[config.mk]
export PLATFORM = sky130hd
export DESIGN_NAME = serial_status_ctrl
export DESIGN_NICKNAME = d
export VERILOG_FILES = /design/src/design/serial_status_pkg.sv /design/src/design/serial_status_ctrl.sv /design/src/design/rx_char_store.sv
export SDC_FILE = /design/constraint.sdc
export NUM_CORES = 1
export LEC_CHECK = 0
export BUFFER_PORTS_ARGS = -buffer_cell sky130_fd_sc_hd__buf_2
export CAP_MARGIN = 40
export CELL_PAD_IN_SITES_DETAIL_PLACEMENT = 1
export CELL_PAD_IN_SITES_GLOBAL_PLACEMENT = 1
export CORE_MARGIN = 10
export CORE_UTILIZATION = 40
export CTS_CLUSTER_DIAMETER = 80
export CTS_CLUSTER_SIZE = 20
export DETAILED_ROUTE_END_ITERATION = 7
export GPL_ROUTABILITY_DRIVEN = 0
export PLACE_DENSITY = 0.79
export SYNTH_ARGS = -nofsm -noshare
export SYNTH_HDL_FRONTEND = slang
export SYNTH_SLANG_ARGS = --single-unit
[constraint.sdc]
create_clock -name CLK_SYS_I -period 3 [get_ports CLK_SYS_I]
set_clock_uncertainty 0.2 [all_clocks]
set_input_delay 0.75 -clock CLK_SYS_I [delete_from_list [all_inputs] [get_ports CLK_SYS_I]]
set_output_delay 0.75 -clock CLK_SYS_I [all_outputs]
set_load 0.02 [all_outputs]
[src/design/serial_status_pkg.sv]
// Register map, field positions and reset values of the serial status block
package serial_status_pkg;
  localparam int ADDR_W = 5;
  // Register index; each register is one aligned word at four times its index
  localparam int IDX_DATA = 0;
  localparam int IDX_STATUS = 1;
  localparam int IDX_LEVELS = 3;
  localparam int IDX_ENABLE = 4;
  localparam logic [ADDR_W-1:0] OFF_DATA = ADDR_W'(IDX_DATA * 4);
  localparam logic [ADDR_W-1:0] OFF_STATUS = ADDR_W'(IDX_STATUS * 4);
  localparam logic [ADDR_W-1:0] OFF_LEVELS = ADDR_W'(IDX_LEVELS * 4);
  localparam logic [ADDR_W-1:0] OFF_ENABLE = ADDR_W'(IDX_ENABLE * 4);
  localparam int BIT_RXC = 7;
  localparam int BIT_TXC = 6;
  localparam int BIT_DRE = 5;
  localparam int BIT_FRAMING_FAULT_FLAG = 4;
  localparam int BIT_OVF = 3;
  localparam int BIT_PARITY_FAULT_FLAG = 2;
  localparam int BIT_RSVD = 1;
  localparam int BIT_RX9 = 0;
  localparam int BIT_RX_ON = 4;
  localparam int BIT_TX_ON = 3;
  localparam int BIT_PAR_ON = 0;
  localparam int BIT_SPI_MODE = 1;
  localparam int LVL_RXC_LSB = 4;
  localparam int LVL_TXC_LSB = 2;
  localparam int LVL_DRE_LSB = 0;
  localparam logic [7:0] LEVELS_RESET = 8'h00;
  localparam logic [7:0] ENABLE_RESET = 8'h00;
  localparam logic [1:0] RESP_OKAY = 2'h0;
  localparam logic [1:0] RESP_SLVERR = 2'h2;
  localparam int RX_DEPTH = 2;
  typedef enum logic [1:0] {
    TX_IDLE = 2'b00,
    TX_LOAD = 2'b01,
    TX_SHIFT = 2'b11
  } tx_state_type;
endpackage

[src/design/serial_status_ctrl.sv]
// Status flags, interrupt levels and enables of a serial port, AXI4-Lite slave
//
// The address map and the AXI4-Lite register port are this design's own decisions.
`timescale 1ns/10ps
// Functional notes
// - Receive-done flag high while unread characters sit in the receive store.
// - Receiver off flushes the store, clearing receive-done and error flags.
// - Writing one to status bit 7 clears receive-done.
// - Transmit-done sets when the last bit left and no character waits.
// - Transmit-done clears on vector taken or on write-one to its bit.
// - Buffer-empty flag is one when transmit buffer empty, else zero.
// - Buffer-empty flag is set after reset.
// - Writing the data location clears the buffer-empty flag.
// - Receive-done request repeats while the flag stays set.
// - Framing fault set when first stop bit of head character is zero, until read.
// - Overrun set when store full, shifter full and new start bit arrives.
// - Parity fault shown for head character only while checking is on.
// - Error flags read zero in master SPI mode.
// - Status bit 1 always reads zero.
// - Status bit 0 shows the ninth received bit of the head character.
// - Three two-bit levels; each enabled request follows its flag.
// - Control bit 4 enables receiver and takes over the receive pin.
// - Control bit 3 enables transmitter and takes over the transmit pin.
// - Transmitter shutdown waits until shifter and buffer are empty.
module serial_status_ctrl
  import serial_status_pkg::*;
#(
  parameter int FRAME_CYCLES = 10
) (
  input wire logic CLK_SYS_I, // 40 MHz system clock
  input wire logic NRST_I, // Async reset, active low
  input wire logic [serial_status_pkg::ADDR_W-1:0] AWADDR_I, // Write address
  input wire logic AWVALID_I, // Write address valid
  output logic AWREADY_O, // Write address ready
  input wire logic [31:0] WDATA_I, // Write data
  input wire logic [3:0] WSTRB_I, // Write strobes
  input wire logic WVALID_I, // Write data valid
  output logic WREADY_O, // Write data ready
  output logic [1:0] BRESP_O, // Write response
  output logic BVALID_O, // Write response valid
  input wire logic BREADY_I, // Write response ready
  input wire logic [serial_status_pkg::ADDR_W-1:0] ARADDR_I, // Read address
  input wire logic ARVALID_I, // Read address valid
  output logic ARREADY_O, // Read address ready
  output logic [31:0] RDATA_O, // Read data
  output logic [1:0] RRESP_O, // Read response
  output logic RVALID_O, // Read data valid
  input wire logic RREADY_I, // Read data ready
  input wire logic RX_START_I, // Start bit seen on receive line, pulse
  input wire logic RX_CHAR_VALID_I, // Received character complete, pulse
  input wire logic [8:0] RX_CHAR_I, // Received character, nine bits
  input wire logic RX_STOP_BIT_I, // First stop bit of that character
  input wire logic RX_PARITY_BAD_I, // Parity check failed for that character
  input wire logic TX_VECTOR_TAKEN_I, // Transmit-done vector executed, pulse
  output logic TXD_O, // Serial transmit line
  output logic TXD_OE_O, // Transmitter owns the transmit pin
  output logic RXD_OWN_O, // Receiver owns the receive pin
  output logic [1:0] RXC_IRQ_O, // Receive-done request level
  output logic [1:0] TXC_IRQ_O, // Transmit-done request level
  output logic [1:0] DRE_IRQ_O // Buffer-empty request level
);
  import serial_status_pkg::*;

  initial begin
    if (FRAME_CYCLES < 2) $error("serial_status_ctrl: FRAME_CYCLES too small");
  end

  ////////////////////////////////////////////////////////////////////////////
  // Bus slave
  logic aw_held;
  logic w_held;
  logic [ADDR_W-1:0] aw_addr;
  logic [31:0] w_data;
  logic [3:0] w_strb;
  logic wr_fire;
  logic rd_fire;
  logic [ADDR_W-1:0] rd_addr;
  logic control_word_a_wr;
  logic control_word_b_wr;
  logic status_wr;
  logic data_wr;
  logic data_rd;

  assign AWREADY_O = !aw_held && !BVALID_O;
  assign WREADY_O = !w_held && !BVALID_O;
  assign ARREADY_O = !RVALID_O;
  assign wr_fire = aw_held && w_held && !BVALID_O;
  assign rd_fire = ARVALID_I && ARREADY_O;
  assign rd_addr = ARADDR_I;

  function automatic logic is_mapped(input logic [ADDR_W-1:0] a);
    return a == OFF_DATA || a == OFF_STATUS || a == OFF_LEVELS || a == OFF_ENABLE;
  endfunction

  assign data_wr = wr_fire && aw_addr == OFF_DATA && w_strb[0];
  assign status_wr = wr_fire && aw_addr == OFF_STATUS && w_strb[0];
  assign control_word_a_wr = wr_fire && aw_addr == OFF_LEVELS && w_strb[0];
  assign control_word_b_wr = wr_fire && aw_addr == OFF_ENABLE && w_strb[0];
  assign data_rd = rd_fire && rd_addr == OFF_DATA;

  always_ff @(posedge CLK_SYS_I or negedge NRST_I) begin
    if (!NRST_I) begin
      aw_held <= 1'b0;
      w_held <= 1'b0;
      aw_addr <= '0;
      w_data <= '0;
      w_strb <= '0;
    end else begin
      if (AWVALID_I && AWREADY_O) begin
        aw_held <= 1'b1;
        aw_addr <= {AWADDR_I[ADDR_W-1:2], 2'b00};
      end else if (wr_fire) begin
        aw_held <= 1'b0;
      end
      if (WVALID_I && WREADY_O) begin
        w_held <= 1'b1;
        w_data <= WDATA_I;
        w_strb <= WSTRB_I;
      end else if (wr_fire) begin
        w_held <= 1'b0;
      end
    end
  end

  always_ff @(posedge CLK_SYS_I or negedge NRST_I) begin
    if (!NRST_I) begin
      BVALID_O <= 1'b0;
      BRESP_O <= RESP_OKAY;
    end else if (wr_fire) begin
      BVALID_O <= 1'b1;
      BRESP_O <= is_mapped(aw_addr) ? RESP_OKAY : RESP_SLVERR;
    end else if (BREADY_I) begin
      BVALID_O <= 1'b0;
    end
  end

  ////////////////////////////////////////////////////////////////////////////
  // Control registers
  logic [7:0] control_word_a;
  logic [7:0] control_word_b;
  logic receiver_on;
  logic transmitter_on;
  logic parity_on;
  logic spi_mode;
  logic tx_active;

  assign receiver_on = control_word_b[BIT_RX_ON];
  assign transmitter_on = control_word_b[BIT_TX_ON];
  assign parity_on = control_word_b[BIT_PAR_ON];
  assign spi_mode = control_word_b[BIT_SPI_MODE];

  always_ff @(posedge CLK_SYS_I or negedge NRST_I) begin
    if (!NRST_I) begin
      control_word_a <= LEVELS_RESET;
      control_word_b <= ENABLE_RESET;
    end else begin
      if (control_word_a_wr) control_word_a <= {2'b00, w_data[5:0]};
      if (control_word_b_wr) control_word_b <= {3'b000, w_data[4:0]};
    end
  end

  ////////////////////////////////////////////////////////////////////////////
  // Receive side
  localparam int ENTRY_W = 11;
  logic [ENTRY_W-1:0] head;
  logic [1:0] rx_count;
  logic shifter_full;
  logic [ENTRY_W-1:0] shifter_entry;
  logic store_push;
  logic rx_overrun_flag;
  logic rx_done_flag;
  logic rx_flush;
  logic rxc_clear;

  assign rx_flush = !receiver_on || rxc_clear;
  assign rxc_clear = status_wr && w_data[BIT_RXC];
  assign store_push = shifter_full && (rx_count < 2'(RX_DEPTH) || data_rd);

  rx_char_store #(
    .WIDTH(ENTRY_W)
  ) u_store (
    .clk_i(CLK_SYS_I),
    .nrst_i(NRST_I),
    .flush_i(rx_flush),
    .push_i(store_push),
    .push_data_i(shifter_entry),
    .pop_i(data_rd),
    .head_o(head),
    .count_o(rx_count)
  );

  // One-character holding stage in front of the store
  always_ff @(posedge CLK_SYS_I or negedge NRST_I) begin
    if (!NRST_I) begin
      shifter_full <= 1'b0;
      shifter_entry <= '0;
    end else if (!receiver_on) begin
      shifter_full <= 1'b0;
    end else if (RX_CHAR_VALID_I) begin
      shifter_full <= 1'b1;
      shifter_entry <= {!RX_STOP_BIT_I, RX_PARITY_BAD_I && parity_on, RX_CHAR_I};
    end else if (store_push) begin
      shifter_full <= 1'b0;
    end
  end

  assign rx_done_flag = rx_count != 2'd0;

  // Overrun sticks until the buffer is read; set wins over the read
  always_ff @(posedge CLK_SYS_I or negedge NRST_I) begin
    if (!NRST_I) begin
      rx_overrun_flag <= 1'b0;
    end else if (rx_flush) begin
      rx_overrun_flag <= 1'b0;
    end else if (RX_START_I && rx_count == 2'(RX_DEPTH) && shifter_full) begin
      rx_overrun_flag <= 1'b1;
    end else if (data_rd) begin
      rx_overrun_flag <= 1'b0;
    end
  end

  ////////////////////////////////////////////////////////////////////////////
  // Transmit side
  tx_state_type tx_state;
  logic [7:0] tx_buf;
  logic tx_buffer_empty_flag;
  logic tx_done_flag;
  logic [9:0] tx_shift;
  logic [$clog2(FRAME_CYCLES+1)-1:0] tx_cnt;
  logic tx_pin_owned;
  logic tx_last_bit;

  assign tx_last_bit = tx_state == TX_SHIFT && tx_cnt == 1;

  // Buffer accepts a character only while empty
  always_ff @(posedge CLK_SYS_I or negedge NRST_I) begin
    if (!NRST_I) begin
      tx_buffer_empty_flag <= 1'b1;
      tx_buf <= '0;
    end else if (data_wr && tx_buffer_empty_flag) begin
      tx_buffer_empty_flag <= 1'b0;
      tx_buf <= w_data[7:0];
    end else if (tx_state == TX_LOAD) begin
      tx_buffer_empty_flag <= 1'b1;
    end
  end

  always_ff @(posedge CLK_SYS_I or negedge NRST_I) begin
    if (!NRST_I) begin
      tx_state <= TX_IDLE;
      tx_shift <= '1;
      tx_cnt <= '0;
    end else begin
      case (tx_state)
        TX_IDLE: begin
          if ((transmitter_on || tx_pin_owned) && !tx_buffer_empty_flag) tx_state <= TX_LOAD;
        end
        TX_LOAD: begin
          tx_shift <= {1'b1, tx_buf[7:0], 1'b0};
          tx_cnt <= ($clog2(FRAME_CYCLES+1))'(FRAME_CYCLES);
          tx_state <= TX_SHIFT;
        end
        TX_SHIFT: begin
          tx_shift <= {1'b1, tx_shift[9:1]};
          tx_cnt <= tx_cnt - 1'b1;
          if (tx_cnt == 1) tx_state <= TX_IDLE;
        end
        default: tx_state <= TX_IDLE;
      endcase
    end
  end

  assign tx_active = tx_state != TX_IDLE || !tx_buffer_empty_flag;

  // Set wins over both clears
  always_ff @(posedge CLK_SYS_I or negedge NRST_I) begin
    if (!NRST_I) begin
      tx_done_flag <= 1'b0;
    end else if (tx_last_bit && tx_buffer_empty_flag) begin
      tx_done_flag <= 1'b1;
    end else if (TX_VECTOR_TAKEN_I || (status_wr && w_data[BIT_TXC])) begin
      tx_done_flag <= 1'b0;
    end
  end

  // Pin stays with the transmitter until pending work drains
  always_ff @(posedge CLK_SYS_I or negedge NRST_I) begin
    if (!NRST_I) begin
      tx_pin_owned <= 1'b0;
    end else if (transmitter_on) begin
      tx_pin_owned <= 1'b1;
    end else if (!tx_active) begin
      tx_pin_owned <= 1'b0;
    end
  end

  assign TXD_O = tx_state == TX_SHIFT ? tx_shift[0] : 1'b1;
  assign TXD_OE_O = tx_pin_owned;
  assign RXD_OWN_O = receiver_on;

  ////////////////////////////////////////////////////////////////////////////
  // Status read-back and requests
  logic [7:0] status_value;

  always_comb begin
    status_value = 8'h00;
    status_value[BIT_RXC] = rx_done_flag;
    status_value[BIT_TXC] = tx_done_flag;
    status_value[BIT_DRE] = tx_buffer_empty_flag;
    status_value[BIT_FRAMING_FAULT_FLAG] = !spi_mode && rx_done_flag && head[10];
    status_value[BIT_OVF] = !spi_mode && rx_overrun_flag;
    status_value[BIT_PARITY_FAULT_FLAG] = !spi_mode && rx_done_flag && head[9] && parity_on;
    status_value[BIT_RSVD] = 1'b0;
    status_value[BIT_RX9] = rx_done_flag && head[8];
  end

  function automatic logic [1:0] gate_level(input logic flag, input logic [1:0] lvl);
    return flag ? lvl : 2'b00;
  endfunction

  assign RXC_IRQ_O = gate_level(rx_done_flag, control_word_a[LVL_RXC_LSB +: 2]);
  assign TXC_IRQ_O = gate_level(tx_done_flag, control_word_a[LVL_TXC_LSB +: 2]);
  assign DRE_IRQ_O = gate_level(tx_buffer_empty_flag, control_word_a[LVL_DRE_LSB +: 2]);

  always_ff @(posedge CLK_SYS_I or negedge NRST_I) begin
    if (!NRST_I) begin
      RVALID_O <= 1'b0;
      RDATA_O <= '0;
      RRESP_O <= RESP_OKAY;
    end else if (rd_fire) begin
      RVALID_O <= 1'b1;
      RRESP_O <= is_mapped(rd_addr) ? RESP_OKAY : RESP_SLVERR;
      case (rd_addr)
        OFF_DATA: RDATA_O <= {24'h000000, head[7:0]};
        OFF_STATUS: RDATA_O <= {24'h000000, status_value};
        OFF_LEVELS: RDATA_O <= {24'h000000, control_word_a};
        OFF_ENABLE: RDATA_O <= {24'h000000, control_word_b};
        default: RDATA_O <= 32'h00000000;
      endcase
    end else if (RREADY_I) begin
      RVALID_O <= 1'b0;
    end
  end

  ////////////////////////////////////////////////////////////////////////////
  // Checks
  rx_flag_a: assert property (@(posedge CLK_SYS_I) disable iff (!NRST_I)
    !receiver_on |=> !rx_done_flag && !rx_overrun_flag)
    else $error("receive flags survive receiver disable");
  dre_reset_a: assert property (@(posedge CLK_SYS_I) disable iff (!NRST_I)
    data_wr && tx_buffer_empty_flag |=> !tx_buffer_empty_flag)
    else $error("data write did not clear buffer empty");
  txc_set_a: assert property (@(posedge CLK_SYS_I) disable iff (!NRST_I)
    tx_last_bit && tx_buffer_empty_flag |=> tx_done_flag)
    else $error("transmit done not set after frame");
  txc_clear_a: assert property (@(posedge CLK_SYS_I) disable iff (!NRST_I)
    TX_VECTOR_TAKEN_I && !tx_last_bit |=> !tx_done_flag)
    else $error("transmit done not cleared by vector");
  tx_hold_a: assert property (@(posedge CLK_SYS_I) disable iff (!NRST_I)
    tx_active && tx_pin_owned |=> tx_pin_owned)
    else $error("transmit pin released while busy");
  irq_level_a: assert property (@(posedge CLK_SYS_I) disable iff (!NRST_I)
    (RXC_IRQ_O != 2'b00) == (rx_done_flag && control_word_a[5:4] != 2'b00))
    else $error("receive request mismatch");
  ovf_set_a: assert property (@(posedge CLK_SYS_I) disable iff (!NRST_I)
    RX_START_I && rx_count == 2'd2 && shifter_full && receiver_on && !rxc_clear
    |=> rx_overrun_flag)
    else $error("overrun not flagged");
  rsvd_zero_a: assert property (@(posedge CLK_SYS_I) disable iff (!NRST_I)
    !status_value[BIT_RSVD] && !(spi_mode && status_value[BIT_FRAMING_FAULT_FLAG]))
    else $error("reserved or SPI error bit nonzero");
  rxc_follow_a: assert property (@(posedge CLK_SYS_I) disable iff (!NRST_I)
    rx_count != 2'd0 |-> status_value[BIT_RXC])
    else $error("receive done low with data");
endmodule

[src/design/rx_char_store.sv]
// Two-entry store for received characters and their per-character status
`timescale 1ns/10ps
module rx_char_store #(
  parameter int WIDTH = 12
) (
  input wire logic clk_i, // System clock
  input wire logic nrst_i, // Async reset, active low
  input wire logic flush_i, // Drop all entries
  input wire logic push_i, // Write one entry
  input wire logic [WIDTH-1:0] push_data_i, // Entry written
  input wire logic pop_i, // Discard head entry
  output logic [WIDTH-1:0] head_o, // Head entry, registered
  output logic [1:0] count_o // Entries held
);
  logic [WIDTH-1:0] mem [2];
  logic rd_ptr;
  logic wr_ptr;
  logic [1:0] count;
  logic do_push;
  logic do_pop;

  initial begin
    if (WIDTH < 1) $error("rx_char_store: WIDTH must be positive");
  end

  assign do_pop = pop_i && (count != 2'd0);
  assign do_push = push_i && (count != 2'd2 || do_pop);
  assign count_o = count;

  always_ff @(posedge clk_i or negedge nrst_i) begin
    if (!nrst_i) begin
      rd_ptr <= 1'b0;
      wr_ptr <= 1'b0;
      count <= 2'd0;
    end else if (flush_i) begin
      rd_ptr <= 1'b0;
      wr_ptr <= 1'b0;
      count <= 2'd0;
    end else begin
      if (do_push) wr_ptr <= ~wr_ptr;
      if (do_pop) rd_ptr <= ~rd_ptr;
      count <= count + {1'b0, do_push} - {1'b0, do_pop};
    end
  end

  always_ff @(posedge clk_i) begin
    if (do_push) mem[wr_ptr] <= push_data_i;
  end

  // Head register follows the entry that will be at the read pointer next cycle
  always_ff @(posedge clk_i or negedge nrst_i) begin
    if (!nrst_i) begin
      head_o <= '0;
    end else if (flush_i) begin
      head_o <= '0;
    end else if (do_pop && count == 2'd2) begin
      head_o <= mem[~rd_ptr];
    end else if (do_push && (count == 2'd0 || (do_pop && count == 2'd1))) begin
      head_o <= push_data_i;
    end
  end
endmodule

## Word level (Yosys, flattened, before mapping)

Memory sizes are Yosys's and may differ from the RTL's.
Index checks and enable logic that the tools add are counted.

| storage, ports and cells | value |
|---|---|
| bits in registers | 118 |
| memory bits (writable) | 22 |
| bits of input ports | 67 |
| memories kept | 1 |

Memories:

| memory | words | width | read ports | clocked after memory_dff | wr ports | RTL line | RTL |
|---|---|---|---|---|---|---|---|
| u_store.mem | 2 | 11 | 1 | 0 | 1 | rx_char_store.sv:15 | `logic [WIDTH-1:0] mem [2];` |

| operators by class | value |
|---|---|
| $add $sub $neg | 3 |
| $lt $le $gt $ge | 1 |
| equality and inequality tests | 16 |
| mux-type cells | 41 |
| bitwise logic cells | 2 |
| reductions and logical operators | 77 |

Operators by type and width:

| operator | count |
|---|---|
| logical AND 1 bit | 37 |
| 2-to-1 mux 11 bit | 3 |
| case mux 8 bit (4 select lines) | 1 |
| 2-to-1 mux 1 bit | 26 |
| nonzero test 2 bit | 11 |
| case mux 10 bit (2 select lines) | 1 |
| 2-to-1 mux 2 bit | 8 |
| logical OR 1 bit | 13 |
| logical NOT 5 bit | 2 |
| logical NOT 1 bit | 8 |
| inequality test 2 bit (second input constant) | 4 |
| case mux 4 bit (2 select lines) | 1 |
| case mux 2 bit (3 select lines) | 1 |
| nonzero test 3 bit | 2 |
| equality test 5 x 3 -> 1 bit (second input constant) | 1 |
| equality test 5 x 4 -> 1 bit (second input constant) | 1 |
| equality test 5 bit (second input constant) | 1 |
| equality test 2 x 1 -> 1 bit (second input constant) | 2 |
| equality test 2 bit (second input constant) | 2 |
| equality test 4 x 1 -> 1 bit (second input constant) | 1 |
| logical NOT 2 bit | 2 |
| AND reduction 2 bit | 2 |
| subtractor 4 x 1 -> 4 bit (second input constant) | 1 |
| equality test 3 x 1 -> 1 bit (second input constant) | 1 |
| other kinds (7) | 8 |

## Longest topological paths before layout

| logic depth | value |
|---|---|
| word-level depth | 10 |
| depth in mapped cells | 6 |

## Cells and area by module

From an unflattened synthesis, not the netlist that was laid out.

| unflattened totals | value |
|---|---|
| cell total of the unflattened synthesis | 415 |
| area total of the unflattened synthesis | 5154.9 µm² |

By module, submodules not included:

| module | times used | cells an instance | area each (µm²) |
|---|---|---|---|
| serial_status_ctrl | 1 | 313 | 3550.9 |
| rx_char_store | 1 | 102 | 1604.0 |

## Worst setup path before layout

No wires, ideal clock.

| path | value |
|---|---|
| path kind | input to register |
| start point | input port ARADDR_I[4] in the netlist's numbering |
| end point | memory u_store.mem[1][0] in the netlist's numbering, enable pin |
| setup time | 0.396 ns |
| arrival time | 2.379 ns |
| data required time | 2.404 ns |
| path slack | 0.026 ns |
| stages on the path | 4 |
| buffers on the path | 1 |
| path through | clkbuf_1 > nor4b_1 > a21oi_1 > nor3b_1 |

| on the way | value |
|---|---|
| longest elaborated chain between the ends | 7 |
| elaborated cells on any way between the ends | 9 |
| classes of those cells | 2 x mux; 7 x reduce/logical |

RTL lines:

| what | RTL line | RTL |
|---|---|---|
| from (decl) | serial_status_ctrl.sv:42 | `input wire logic [serial_status_pkg::ADDR_W-1:0] ARADDR_I,` |
| logical NOT 5 bit (*) | serial_status_ctrl.sv:99 | `assign data_rd = rd_fire && rd_addr == OFF_DATA;` |
| logical AND 1 bit (*) | serial_status_ctrl.sv:99 |  |
| logical OR 1 bit / logical AND 1 bit (equally long branches) | serial_status_ctrl.sv:177, rx_char_store.sv:26 |  |
| logical AND 1 bit / logical OR 1 bit (equally long branches) | serial_status_ctrl.sv:177, rx_char_store.sv:27 |  |
| logical AND 1 bit (*) | rx_char_store.sv:27 | `assign do_push = push_i && (count != 2'd2 \|\| do_pop);` |
| 2-to-1 mux 1 bit (*) | rx_char_store.sv:47 | `if (do_push) mem[wr_ptr] <= push_data_i;` |
| 2-to-1 mux 1 bit (implied by the code) (*) | rx_char_store.sv:47 |  |
| to (decl) | rx_char_store.sv:15 |  |

Mark *: on every way between the ends. The rest lies on a longest branch, timed or not.

## Final worst setup path

| path | value |
|---|---|
| start point | register u_store.count[1] (netlist: u_store.count_o[1]) |
| end point | output port RXC_IRQ_O[1] |

| on the way | value |
|---|---|
| longest elaborated chain between the ends | 2 |

RTL lines:

| what | RTL line | RTL |
|---|---|---|
| from (decl) | rx_char_store.sv:18 | `logic [1:0] count;` |
| from (signal assigned) | rx_char_store.sv:42 | `count <= count + {1'b0, do_push} - {1'b0, do_pop};` |
| nonzero test 2 bit | serial_status_ctrl.sv:207 | `assign rx_done_flag = rx_count != 2'd0;` |
| 2-to-1 mux 2 bit | serial_status_ctrl.sv:318 | `return flag ? lvl : 2'b00;` |
| to (decl) | serial_status_ctrl.sv:58 | `output logic [1:0] RXC_IRQ_O,` |

No other way between the ends.

==> impl_results.md <==
- Status: completed
- Reg area: 2950 sq um
- Max-slew violations: 0
- Max Root-Sink Buffers: 2
- CP endpoint kind: output pin
- Io pins: 117
- Crit path DAT: 1.57 ns
- Grt total ovfl: 0
- Combinational power share: 22.3%
- Synth cell types: 48
- Cell area after layout: 6459 sq um
- Post_cts resized: 0
- Power Density: 953.6 nW/um^2
- Top delay family on crit path: simple AND/OR/NAND/NOR gates
- Crit path cell chain: nor2_1, nor2b_1, buf_2
- Die width: 135.6 microns
- Largest cells by area after synthesis: dfrtp_1, edfxtp_1, mux2_2, dfstp_2, mux2i_1
- Synth Instances: 460
- Initial drt markers: 314
- Reg clk slew, reported paths: 0.06 ns
- Clk_lat worst skew: 0.42 ns
- Drt first pass iters: 4
- Seq pwr share: 41.4%
- Final-report hold violation count: 0
- Routed WL per cell: 20.55 microns
- Final net count: 598
- Share of layout cells above drive strength 1: 32.47%
- CTS buffer count: 17
- Worst path bufs/invs: 1
- Core footprint: 13,140 sq um
- Worst Hold Class: in -> async
- Number of enable flip-flop cells after synthesis: 22
- CTS root buf: clkbuf_16
- Crit-path max cell delay: 0.45 ns
- Hold buffers post-CTS: 0
- #FFs+latches synth: 113
- Mapped cell area: 5341 sq um
- Initial antenna violation count: 2
- Largest net degree at the start of global routing: 53
- Post-DP HPWL: 9.901 mm
- TritonCTS clock tree: yes
- Synth Area per Inst: 11.61 sq um
- WS Path Type: reg -> out
- Int Pwr: 4.260 mW
- Clock power frac: 36.3%
- Vias per cell: 5.389
- Largest area contributor in the netlist: dfrtp_1
- Vias in the first global route: 4,267
- CTS H-Tree Depth: 4
- Tightest Pin Transition: 0.9599 ns
- GRT Util Overall: 16.46%
- Top_reg_cell synth: dfrtp_1
- Sequential element share of the synthesized area: 55.24%
- Die Height: 135.6 microns
- Static Leak: 2.734 nW
- Share of the synthesized area in the top cell type: 37.95%
- RSZ-0062 raised after global routing: false
- Initial Util: 40.66%
- Crit-path max FO: 7
- Cell Rows: 42
- Fmax achieved: 397.4 MHz
- Final min period: 2.516 ns
- Layout area overhead: 20.92%
- Antenna Nets Post-Route: 0
- Clock sink count: 113
- Most common cell in the netlist: dfrtp_1
- Vias: 3,875
- Final setup fails: 0
- Commonest cells in the netlist: dfrtp_1, mux2_2, a21oi_1, nand2_1, nor2_1
- Slew Limit Headroom: 36.01%
- Net switching power: 1.898 mW
- Setup Fix Bufs, Post-CTS: 0
- Worst Path Required: 2.05 ns
- # port buffers: 61
- Fill count: 1,428
- Global-route wire length before repair: 23.43 mm
- DIE AREA: 18,380 sq um
- Setup TNS: 0 ns
- Synth async-reset ratio: 80.53%
- Slowest-stage cell, CP: dfrtp_1
- Period Utilization, post-route: 83.87%
- Synth warnings: 0
- Max cap viols: 0
- Post-detailed-routing wire length: 14.77 mm
- Placed Area: 5797 sq um
- Final Util: 49.16%
- Sw Ratio: 30.82%
- Worst vdd ir: 0.5529 mV
- Residual DRC count: 0
- Area of the multi-input gates: 2135 sq um
- CP Launch Type: register
-- metal layers --
metal	up-vias	track usage, %	wire length (microns)
met4	2	8.074	435
met3	31	4.340	929
met2	140	27.02	7121
met5	-	0	10
li1	1748	-	-
met1	1954	19.55	6275
-- flip-flops by register name, indices dropped and copies added, names as in the netlist, 2 cells and up --
register         flops
tx_cnt               4
w_data               8
RDATA_O              8
control_word_a       6
u_store.mem         22
u_store.head_o      11
shifter_entry       11
tx_buf               8
control_word_b       5
u_store.count_o      2
tx_shift             9
tx_state             2
aw_addr              3
-- kinds of logic after synthesis --
family                     count (synthesis)  share of synthesized area (%)
buffers and inverters                     61                          6.559
xor gates and xnor gates                   1                         0.1640
AOI/OAI and AO/OA                         91                          10.61
DFF                                      113                          55.24
adders and majority gates                  2                         0.4684
other                                      1                        0.07021
muxes                                     75                          15.34
and+or+nand+nor                          116                          11.55
-- worst paths after layout --
check                                          end  slack (ns)               start  cells past startpoint
max in group asynchronous       u_store.count_o[0]        1.74              NRST_I                      2
worst min-delay path                    aw_addr[4]        0.19              NRST_I                      1
worst max register to register   u_store.head_o[8]        0.71  u_store.count_o[1]                      4
min in group CLK_SYS_I                  RDATA_O[1]        0.27          RDATA_O[1]                      2
worst max-delay path                  RXC_IRQ_O[1]        0.48  u_store.count_o[1]                      3
worst min register to register          RDATA_O[1]        0.27          RDATA_O[1]                      2
-- power by group through the flow --
stage                     clock, mW  sequential, mW  combinational [mW]
after floorplan                   0            2.42                1.01
after global placement            0            2.51                1.28
after detailed placement          0            2.55                1.37
after CTS                      2.26            2.55                1.40
after global routing           2.33            2.61                1.52
final                          2.23            2.55                1.38
-- placed cells by master, fill, tap and decap left out, types with 4 or more instances in the layout --
cell type	n
mux2_2	55
edfxtp_1	22
bufinv_16	4
nor2b_1	7
mux2i_1	20
buf_2	60
a221oi_1	13
nand3_1	7
clkbuf_16	19
a21oi_1	37
inv_1	11
dfrtp_1	81
dfstp_2	10
nor3_1	4
a31oi_1	7
nor3b_1	15
and2_1	6
conb_1	26
nor2_1	27
nand2_1	31
buf_4	12
o21ai_0	16
-- cell type report --
cell class | count | area share (%)
diodes | 1 | 0.03874
repair buffers | 75 | 6.974
flip-flops and latches | 113 | 45.68
clock buffers | 24 | 7.962
inverters | 11 | 0.6393
well taps | 176 | 3.410
clock inverters | 8 | 2.247
multi-input cells | 311 | 33.05
-- per-stage QoR --
| stage | hold WS [ns] | total power [mW] | instances | setup WS [ns] |
|---|---|---|---|---|
| 3_5_place_dp | 0.2664 | 3.919 | 686 | 0.1106 |
| 5_1_grt | 0.2382 | 6.467 | 719 | 0.3690 |
| 3_3_place_gp | 0.2609 | 3.793 | 686 | 0.2452 |
| 6_report | 0.1905 | 6.159 | 719 | 0.4838 |
| 4_1_cts | 0.2106 | 6.203 | 718 | 0.4812 |
| 2_1_floorplan | 0.2544 | 3.424 | 485 | 0.02563 |
Note: power is estimated with default switching activity, not from simulation.
